### src/shared/bss_pkg.sv
// Constants shared by the buck start-up and fault sequencer
package bss_pkg;
    // ----------------------------------------------------------------
    // Register map
    // ----------------------------------------------------------------
    localparam logic [11:0] OFS_CTRL   = 12'h000;
    localparam logic [11:0] OFS_STATUS = 12'h004;
    localparam logic [11:0] OFS_PERIOD = 12'h008;
    localparam int          CTRL_RUN_BIT  = 0;
    localparam logic        CTRL_RUN_RST  = 1'b1;
    localparam logic [15:0] PERIOD_RST    = 16'h01a1;
    localparam int          ST_POR_BIT    = 0;
    localparam int          ST_STATE_LSB  = 1;
    localparam int          ST_OC_BIT     = 6;
    localparam int          ST_BIAS_BIT   = 7;
    localparam int          ST_PB_BIT     = 8;
    localparam int          ST_HOT_BIT    = 9;
    localparam int          ST_SS_LSB     = 16;

    // ----------------------------------------------------------------
    // Timing
    // ----------------------------------------------------------------
    localparam int CLK_PS          = 4000;
    localparam int T_HICCUP_US     = 20480;
    localparam int HICCUP_CYC      = T_HICCUP_US / (CLK_PS / 1000) * 1000;
    localparam int T_SS_TICK_NS    = 1000;
    localparam int SS_TICK_CYC     = (T_SS_TICK_NS * 1000 + CLK_PS - 1) / CLK_PS;
    localparam int T_SAMP_WIN_PS   = 30000;
    localparam int SAMP_WIN_CYC    = T_SAMP_WIN_PS / CLK_PS;
    localparam int T_SAMP_DLY_PS   = 40000;
    localparam int SAMP_DLY_CYC    = (T_SAMP_DLY_PS + CLK_PS - 1) / CLK_PS;
    // Soft-start reference in 0.1 mV units: 0.4 mV per microsecond up to 1.5 V
    localparam logic [13:0] SS_INC = 14'h0004;
    localparam logic [13:0] SS_MAX = 14'h3a98;
    localparam logic [3:0]  PB_LAST_PULSE = 4'hf;
    localparam logic [3:0]  PB_LAST_STEP  = 4'h8;
    localparam logic [8:0]  ZC_LAST       = 9'h0ff;

    // ----------------------------------------------------------------
    // Sequencer states
    // ----------------------------------------------------------------
    typedef enum logic [4:0] {
        ST_OFF    = 5'b00001,
        ST_SOFT   = 5'b00010,
        ST_RUN    = 5'b00100,
        ST_HICCUP = 5'b01000,
        ST_THERM  = 5'b10000
    } bss_state_e;
endpackage : bss_pkg

### src/hw/bss_sync.sv
// Three-stage input synchroniser with agreement filter
`timescale 1ns/10ps
module bss_sync #(
    parameter int W = 1
) (
    input  wire logic         pclk,
    input  wire logic         presetn,
    input  wire logic [W-1:0] d,
    output logic      [W-1:0] q
);
    logic [W-1:0] s1;
    logic [W-1:0] s2;
    logic [W-1:0] s3;
    logic [W-1:0] agree;

    assign agree = ~(s2 ^ s3);

    always_ff @(posedge pclk or negedge presetn) begin
        if (!presetn) begin
            s1 <= '0;
            s2 <= '0;
            s3 <= '0;
            q  <= '0;
        end else begin
            s1 <= d;
            s2 <= s1;
            s3 <= s2;
            q  <= (agree & s3) | (~agree & q);
        end
    end
endmodule : bss_sync

### src/hw/bss_sequencer.sv
// Start-up, pre-bias, hiccup, thermal and gate-drive bias sequencer
// Function
// - Both gates off while bias or enable comparator is low; resume when both high.
// - Ready only with all inputs valid; ready launches soft-start.
// - Turn on only after enable comparator reports above the 1.2V threshold.
// - Enable below 1.0V turns both drivers off.
// - Low-side stays off until the first high-side pulse.
// - Low-side limit starts at one eighth of period, rising by eighths.
// - Each pre-bias step lasts 16 pulses, eight steps in all.
// - Soft-start reference ramps 0 to 1.5V at 0.4mV per microsecond.
// - Over-current and over-voltage guards stay active during soft-start.
// - Current limit select pin decodes three states into three limits.
// - Sample low-side current 30ns, one eighth period before the valley; window is 7 cycles, 28ns.
// - Short low-side on-time: sample 40ns after the falling slope starts.
// - Sampled current above the selected limit flags over-current.
// - Over-current latches fault and holds reference at zero for 20.48ms.
// - After hiccup, clear fault and redo soft-start; repeat while overloaded.
// - Thermal trip turns both switches off and resets the reference.
// - Restart once temperature falls below the release point.
// - Low gate-drive bias at light load, high bias otherwise.
// - Low bias only after 256 consecutive zero-crossing cycles.
// - A cycle without zero crossing clears the count, bias goes high.
`timescale 1ns/10ps
module bss_sequencer
    import bss_pkg::*;
#(
    parameter int HICCUP_CYCLES = HICCUP_CYC
) (
    input  wire logic        pclk,
    input  wire logic        presetn,
    input  wire logic        psel,
    input  wire logic        penable,
    input  wire logic        pwrite,
    input  wire logic [11:0] paddr,
    input  wire logic [31:0] pwdata,
    output logic      [31:0] prdata,
    output logic             pready,
    output logic             pslverr,
    input  wire logic        undervoltage_lockout_ok,
    input  wire logic        enable_above_on,
    input  wire logic        enable_below_off,
    input  wire logic        thermal_trip,
    input  wire logic        thermal_release,
    input  wire logic        current_limit_select_vcc,
    input  wire logic        current_limit_select_gnd,
    input  wire logic [2:0]  current_over_limit,
    input  wire logic        zero_cross_det,
    input  wire logic        overvoltage_guard,
    input  wire logic        pwm_high_req,
    output logic             high_side_switch,
    output logic             low_side_switch,
    output logic             por_ready,
    output logic      [13:0] ss_ref,
    output logic             gate_drive_low,
    output logic             overcurrent_fault
);
    // ----------------------------------------------------------------
    // Input synchronisation
    // ----------------------------------------------------------------
    logic [12:0] pin_s;
    bss_sync #(.W(13)) u_sync (
        .pclk    (pclk),
        .presetn (presetn),
        .d       ({pwm_high_req, overvoltage_guard, zero_cross_det, current_over_limit,
                   current_limit_select_gnd, current_limit_select_vcc, thermal_release,
                   thermal_trip, enable_below_off, enable_above_on, undervoltage_lockout_ok}),
        .q       (pin_s)
    );

    wire       bias_ok_s = pin_s[0];
    wire       en_on_s   = pin_s[1];
    wire       en_off_s  = pin_s[2];
    wire       hot_s     = pin_s[3];
    wire       cool_s    = pin_s[4];
    wire       sel_vcc_s = pin_s[5];
    wire       sel_gnd_s = pin_s[6];
    wire [2:0] over_s    = pin_s[9:7];
    wire       zc_s      = pin_s[10];
    wire       ov_s      = pin_s[11];
    wire       hs_req_s  = pin_s[12];

    // ----------------------------------------------------------------
    // Registers and state
    // ----------------------------------------------------------------
    bss_state_e  state;
    bss_state_e  next_state;
    logic        ctrl_run;
    logic [15:0] period;
    logic        enabled;
    logic        hot;
    logic [15:0] per_cnt;
    logic [7:0]  tick_cnt;
    logic [22:0] hic_cnt;
    logic        first_hs;
    logic        pb_active;
    logic [3:0]  pb_step;
    logic [3:0]  pb_pulse;
    logic [15:0] ls_cnt;
    logic [15:0] ls_begin;
    logic        zc_seen;
    logic [8:0]  zc_cnt;

    // ----------------------------------------------------------------
    // Enable and thermal hysteresis
    // ----------------------------------------------------------------
    always_ff @(posedge pclk or negedge presetn) begin
        if (!presetn) begin
            enabled <= 1'b0;
            hot     <= 1'b0;
        end else begin
            enabled <= en_on_s | (enabled & ~en_off_s);
            hot     <= hot_s | (hot & ~cool_s);
        end
    end

    // Software run bit acts as a second enable
    wire por_ok = bias_ok_s & enabled & ctrl_run & ~hot;

    // ----------------------------------------------------------------
    // Switching period and current sample window
    // ----------------------------------------------------------------
    wire        per_start = (per_cnt == 16'h0000);
    wire [15:0] eighth    = {3'b000, period[15:3]};
    wire [15:0] win_pt    = period - eighth;
    wire [15:0] win_end   = win_pt + 16'(SAMP_WIN_CYC);
    wire        ls_short  = (ls_begin > win_pt);
    wire        win_norm  = (per_cnt >= win_pt) & (per_cnt < win_end);
    wire        win_short = (ls_cnt >= 16'(SAMP_DLY_CYC))
                          & (ls_cnt < 16'(SAMP_DLY_CYC + SAMP_WIN_CYC));
    wire        sampling  = low_side_switch & (ls_short ? win_short : win_norm);
    wire [1:0]  lim_sel   = sel_vcc_s ? 2'd2 : (sel_gnd_s ? 2'd0 : 2'd1);
    wire        oc_event  = sampling & over_s[lim_sel];
    wire        running   = (state == ST_SOFT) | (state == ST_RUN);

    always_ff @(posedge pclk or negedge presetn) begin
        if (!presetn) begin
            per_cnt <= 16'h0000;
        end else begin
            per_cnt <= (per_cnt >= period - 16'h0001) ? 16'h0000 : per_cnt + 16'h0001;
        end
    end

    // ----------------------------------------------------------------
    // Sequencer state machine
    // ----------------------------------------------------------------
    wire hic_done = (hic_cnt == 23'(HICCUP_CYCLES - 1));
    wire ss_top   = (ss_ref == SS_MAX);

    always_comb begin
        next_state = state;
        case (state)
            ST_OFF:    if (por_ok) next_state = ST_SOFT;
            ST_SOFT: begin
                if (oc_event) next_state = ST_HICCUP;
                else if (ss_top) next_state = ST_RUN;
            end
            ST_RUN:    if (oc_event) next_state = ST_HICCUP;
            ST_HICCUP: if (hic_done) next_state = ST_SOFT;
            // Straight into soft-start, so ready and the ramp always start together
            ST_THERM:  if (!hot) next_state = por_ok ? ST_SOFT : ST_OFF;
            default:   next_state = ST_OFF;
        endcase
        if (hot) next_state = ST_THERM;
        else if (!por_ok && state != ST_THERM) next_state = ST_OFF;
    end

    always_ff @(posedge pclk or negedge presetn) begin
        if (!presetn) begin
            state             <= ST_OFF;
            por_ready         <= 1'b0;
            overcurrent_fault <= 1'b0;
        end else begin
            state             <= next_state;
            por_ready         <= por_ok;
            overcurrent_fault <= (next_state == ST_HICCUP);
        end
    end

    // ----------------------------------------------------------------
    // Soft-start reference and hiccup timer
    // ----------------------------------------------------------------
    wire ss_tick = (tick_cnt == 8'(SS_TICK_CYC - 1));

    always_ff @(posedge pclk or negedge presetn) begin
        if (!presetn) begin
            tick_cnt <= 8'h00;
            ss_ref   <= 14'h0000;
            hic_cnt  <= 23'h000000;
        end else begin
            tick_cnt <= (ss_tick || next_state != ST_SOFT) ? 8'h00 : tick_cnt + 8'h01;
            if (next_state != ST_SOFT && next_state != ST_RUN) begin
                ss_ref <= 14'h0000;
            end else if (state == ST_SOFT && ss_tick && !ss_top) begin
                ss_ref <= ss_ref + SS_INC;
            end
            hic_cnt <= (state == ST_HICCUP) ? hic_cnt + 23'h000001 : 23'h000000;
        end
    end

    // ----------------------------------------------------------------
    // Gate drive with pre-bias low-side stepping
    // ----------------------------------------------------------------
    // Limit is step eighths of the period; step counts from one
    // Room is judged on next cycle's count, so a stretch lasts at most the limit
    wire [15:0] next_ls_cnt = low_side_switch ? ls_cnt + 16'h0001 : 16'h0000;
    wire [19:0] ls_limit    = eighth * pb_step;
    wire        ls_room     = !pb_active | ({4'h0, next_ls_cnt} < ls_limit);
    // Gates drop in the very cycle a state change is decided, never one late
    wire        gate_ok  = running & (next_state == state) & por_ok;
    wire        next_hs  = gate_ok & hs_req_s & ~ov_s;
    wire        next_ls  = gate_ok & ~hs_req_s & ~high_side_switch & first_hs & ls_room;
    wire        pb_wrap  = per_start & first_hs & pb_active & (pb_pulse == PB_LAST_PULSE);

    always_ff @(posedge pclk or negedge presetn) begin
        if (!presetn) begin
            high_side_switch <= 1'b0;
            low_side_switch  <= 1'b0;
            first_hs         <= 1'b0;
            pb_active        <= 1'b1;
            pb_step          <= 4'h1;
            pb_pulse         <= 4'h0;
            ls_cnt           <= 16'h0000;
            ls_begin         <= 16'h0000;
        end else begin
            high_side_switch <= next_hs;
            low_side_switch  <= next_ls;
            ls_cnt           <= next_ls_cnt;
            if (next_ls && !low_side_switch) ls_begin <= per_cnt;
            if (!running) begin
                first_hs  <= 1'b0;
                pb_active <= 1'b1;
                pb_step   <= 4'h1;
                pb_pulse  <= 4'h0;
            end else begin
                if (high_side_switch) first_hs <= 1'b1;
                if (per_start && first_hs && pb_active) pb_pulse <= pb_pulse + 4'h1;
                if (pb_wrap && pb_step == PB_LAST_STEP) pb_active <= 1'b0;
                else if (pb_wrap) pb_step <= pb_step + 4'h1;
            end
        end
    end

    // ----------------------------------------------------------------
    // Gate-drive bias selection
    // ----------------------------------------------------------------
    always_ff @(posedge pclk or negedge presetn) begin
        if (!presetn) begin
            zc_seen        <= 1'b0;
            zc_cnt         <= 9'h000;
            gate_drive_low <= 1'b0;
        end else if (!running) begin
            zc_seen        <= 1'b0;
            zc_cnt         <= 9'h000;
            gate_drive_low <= 1'b0;
        end else if (per_start) begin
            zc_seen <= zc_s;
            if (!zc_seen) begin
                zc_cnt         <= 9'h000;
                gate_drive_low <= 1'b0;
            end else if (zc_cnt == ZC_LAST) begin
                gate_drive_low <= 1'b1;
            end else begin
                zc_cnt <= zc_cnt + 9'h001;
            end
        end else if (zc_s) begin
            zc_seen <= 1'b1;
        end
    end

    // ----------------------------------------------------------------
    // APB slave
    // ----------------------------------------------------------------
    // One wait state so that read data comes from a flop
    wire        acc     = psel & penable & ~pready;
    wire        hit_ctl = (paddr == OFS_CTRL);
    wire        hit_st  = (paddr == OFS_STATUS);
    wire        hit_per = (paddr == OFS_PERIOD);
    wire        mapped  = hit_ctl | hit_st | hit_per;
    wire        wr_done = psel & penable & pready & pwrite & ~pslverr;
    wire [31:0] st_word = {2'b00, ss_ref, 6'h00, hot, pb_active, gate_drive_low,
                           overcurrent_fault, state, por_ready};
    wire [31:0] rd_mux  = hit_ctl ? {31'h0, ctrl_run} :
                          hit_st  ? st_word :
                          hit_per ? {16'h0000, period} : 32'h0;

    always_ff @(posedge pclk or negedge presetn) begin
        if (!presetn) begin
            pready   <= 1'b0;
            pslverr  <= 1'b0;
            prdata   <= 32'h0;
            ctrl_run <= CTRL_RUN_RST;
            period   <= PERIOD_RST;
        end else begin
            pready  <= acc;
            pslverr <= acc & ~mapped;
            prdata  <= (acc & ~pwrite) ? rd_mux : 32'h0;
            if (wr_done && hit_ctl) ctrl_run <= pwdata[CTRL_RUN_BIT];
            if (wr_done && hit_per && pwdata[15:4] != 12'h000) period <= pwdata[15:0];
        end
    end
endmodule : bss_sequencer

### config.mk
export PLATFORM = sky130hd
export DESIGN_NAME = bss_sequencer
export DESIGN_NICKNAME = d
export VERILOG_FILES = /design/src/shared/bss_pkg.sv /design/src/hw/bss_sync.sv /design/src/hw/bss_sequencer.sv
export SDC_FILE = /design/constraint.sdc
export NUM_CORES = 1
export LEC_CHECK = 0
export BUFFER_PORTS_ARGS = -buffer_cell sky130_fd_sc_hd__buf_2
export CORE_ASPECT_RATIO = 1.4
export CORE_UTILIZATION = 60
export DETAILED_ROUTE_END_ITERATION = 10
export GPL_TIMING_DRIVEN = 0
export HOLD_SLACK_MARGIN = 0.12
export PLACE_DENSITY = 0.8
export SETUP_SLACK_MARGIN = 0.1
export SLEW_MARGIN = 40
export SYNTH_ARGS = -nofsm -noshare
export SYNTH_HDL_FRONTEND = slang
export SYNTH_SLANG_ARGS = --single-unit
### constraint.sdc
create_clock -name pclk -period 11.61 [get_ports pclk]
set_input_delay 2.322 -clock pclk [delete_from_list [all_inputs] [get_ports pclk]]
set_output_delay 2.322 -clock pclk [all_outputs]
set_load 0.01 [all_outputs]
==> reports/metrics.yaml <==
synth_seq_cells: 223
drive_gt1_share_pct: 13.8
hold_path.class: "reg -> reg"
drt-initial-drc-count: 536
floorplan.initialDensity_pct: 61.6
critPathSlowestCell: "fa_1"
clk_pin_slew_ns: 0.06
period_minus_slack_ns: 6.81
relSlewSlack_pct: 46.7
gp_congestion: 0.891
ys_async_sr_fraction_pct: 100
grt_max_degree: 80
worstMarginPinSlew_ns: 0.794
clockBufferDepth: 3
cp_max_fo: 10
fmax_mhz: 147
cts.sink_count: 223
dr_total_vias: 10300
yosysSeqAreaShare_pct: 41.2
cp-start-kind: "flop"
grt_first_pass_wirelength_um: 51900
die_area_um2: 23200
dr.pass1.iters: 5
grt_pass1_vias: 10600
worstPathRequired_ns: 12.00
dp_hpwl_um: 24000
numCtsBuffers: 23
root_buffer: "clkbuf_16"
dieWidth_um: 129
syn_area_per_cell_um2: 10.1
syn_to_final_growth_pct: 13.4
ys_types: 70
ant_nets: 0
grt_util_all_layers_pct: 28.4
rows: 64
antenna_found_initial: 8
core-area_um2: 22000
setup_viol: 0
startpoint: "period[3]$_DFFE_PN0P_"
drc_errors: 0
p_total_mw: 1.64
io_pins: 115
hold_start: "u_sync.s1[2]$_DFF_PN0_"
io_buffers: 94
r2r-start: "period[3]$_DFFE_PN0P_"
cp_common_cell: "a21o_1"
nNetsFinal: 1684
cellLeakagePower_nw: 7.36
finalCritPeriodShare_pct: 58.7
clk_latency_ns: 0.53
netlist_instances: 1344
vdd_drop_max_mv: 0.136
crit_arrival_ns: 7.21
crit_chain: "clkbuf_1 -> nand2_1 -> fa_1 -> fa_1 -> inv_1 -> ha_1 -> a21o_1 -> a21oi_1 -> o21bai_1 -> a211o_1 -> nand3_1 -> a31oi_1 -> a21o_1 -> a21oi_1 -> xor2_1 -> ha_1 -> a21o_1 -> a2111oi_0 -> a211o_1 -> o211ai_1 -> or4_4 -> o21ai_4 -> buf_12 -> mux2_4"
synth_area_um2: 13600
wl_per_cell_um: 17.5
critPathMaxStageDelay_ns: 0.60
final_max_slew_viol_count: 0
pre_cts_ws_ns: 4.82
final_core_util_pct: 69.9
cts_resized: 0
power.density_nw_per_um2: 107
ys.flop_type: "dfrtp_1"
htreeDepth: 1
ctsHoldBuffers: 0
worst_slack_ns: 4.80
rsz0062_at_grt: "no"
cts_tree: "done"
finClkSkew_ns: 0.0220
cap_violations: 0
dieHeight_um: 180
synth_edf_count: 0
finalHoldViolCount: 0
grt_overflow: 0
postRouteWirelength_um: 31300
ys_warn_count: 0
status: "finished clean"
path_class: "reg -> reg"
worst_setup_path_end_kind: "flop"
fin_tns_setup_ns: 0
cts_setup_buffers: 0
viasPerCell: 5.75
==> final timing paths <==
kind	slack, ns	depth (start not counted)	to
hold reg to reg	0.35	0	u_sync.s2[2]$_DFF_PN0_
min in group asynchronous	1.67	1	u_sync.q[6]$_DFFE_PN0P_
setup / recovery	4.80	24	ls_begin[14]$_DFFE_PN0P_
hold / removal	0.35	0	u_sync.s2[2]$_DFF_PN0_
max in group asynchronous	9.20	2	pb_step[0]$_DFFE_PN1P_
setup reg to reg	4.80	24	ls_begin[14]$_DFFE_PN0P_
==> area by class of cell <==
cell class / instances / area [um2]
multi-input cells: 1007 / 7550
fillers: 1623 / 6640
flip-flops and latches: 223 / 5590
clock buffers: 30 / 642
repair buffers: 97 / 556
well taps: 297 / 372
inverters: 78 / 293
plain buffers: 40 / 198
clock inverters: 12 / 173
diodes: 4 / 10.0
==> power by group <==
group          total [mW]  switching [mW]  internal [mW]
Combinational      0.0523          0.0324         0.0199
Clock               0.789           0.309          0.480
Sequential          0.801         0.00917          0.792
Total                1.64           0.350           1.29
==> placed cells by master (no fill, tap or decap), types with 22 or more instances in the layout <==
cell type / n
clkbuf_16: 23
o21ai_0: 36
dfrtp_1: 215
nor2_1: 127
buf_2: 93
mux2_2: 23
fa_1: 23
a21oi_1: 38
ha_1: 129
nand2_1: 105
and3_1: 22
inv_1: 78
xnor2_1: 66
nand3_1: 44
nand4_1: 32
nor3_1: 45
xor2_1: 56
and2_1: 29
clkbuf_1: 34
a21o_1: 23
==> metrics by stage <==
stage | instance area [um2] | hold WS (ns) | std cells
after floorplan | 13600 | 0.331 | 1348
after global placement | 14400 | 0.333 | 1739
after detailed placement | 14500 | 0.335 | 1742
after CTS | 15300 | 0.348 | 1784
after global routing | 15400 | 0.355 | 1787
final | 15400 | 0.346 | 1788
==> state kept, by name, summed over array words and instances, names as in the netlist, 5 cells and up <==
name / count
per_cnt: 16
hic_cnt: 23
ls_cnt: 16
u_sync.s2: 13
u_sync.s1: 13
period: 16
zc_cnt: 9
state: 5
tick_cnt: 8
u_sync.s3: 13
ss_ref: 12
prdata: 29
u_sync.q: 13
ls_begin: 16
==> cell usage after synthesis, types with 9 or more instances <==
library cell / n / share of area [%]
a21o_1: 23 / 1.3
or3_1: 13 / 0.60
nand2_1: 105 / 2.9
ha_1: 129 / 12
inv_1: 78 / 2.2
dfrtp_1: 215 / 40
maj3_1: 13 / 0.96
and2_1: 29 / 1.3
mux2_4: 9 / 1.0
o21a_1: 12 / 0.66
clkbuf_1: 31 / 0.86
mux2_2: 23 / 1.9
o31ai_1: 10 / 0.55
o21ai_0: 36 / 1.3
nand3_1: 44 / 1.6
fa_1: 23 / 3.4
nor4_1: 14 / 0.65
and3_1: 22 / 1.0
xnor2_1: 66 / 4.3
nor3_1: 47 / 1.7
nor2_1: 127 / 3.5
a22oi_1: 10 / 0.55
a21oi_1: 38 / 1.4
nand4_1: 32 / 1.5
xor2_1: 56 / 3.6
==> metal layers <==
| layer | vias up | GRT usage [%] | routed length [um] |
|---|---|---|---|
| met3 | 105 | 5.65 | 1690 |
| met1 | 4964 | 32.5 | 12100 |
| met4 | 4 | 14.4 | 1580 |
| met2 | 263 | 49.7 | 15900 |
| met5 | - | 0 | 26 |
| li1 | 4947 | - | - |
==> kinds of logic after synthesis <==
family / Yosys count / share of synthesized area, %
flip-flops: 223 / 41.2
AO/OA/AOI/OAI: 181 / 9.01
XOR/XNOR: 122 / 7.87
other: 1 / 0.0276
adder cells (fa/ha/maj): 165 / 16.2
AND/OR/NAND/NOR: 495 / 18.6
multiplexers: 39 / 3.42
buffers and inverters: 118 / 3.61
==> worst max-delay path: cells and delay by family, from the launching register on <==
family | cells | cell delay, ns
compound gates | 12 | 2.65
xor+xnor | 1 | 0.18
fa+ha+maj | 4 | 1.69
buf+inv | 3 | 0.74
flops | 1 | 0.39
mux | 1 | 0.30
simple gates | 3 | 0.71
Power figures use the tool's default switching activity.
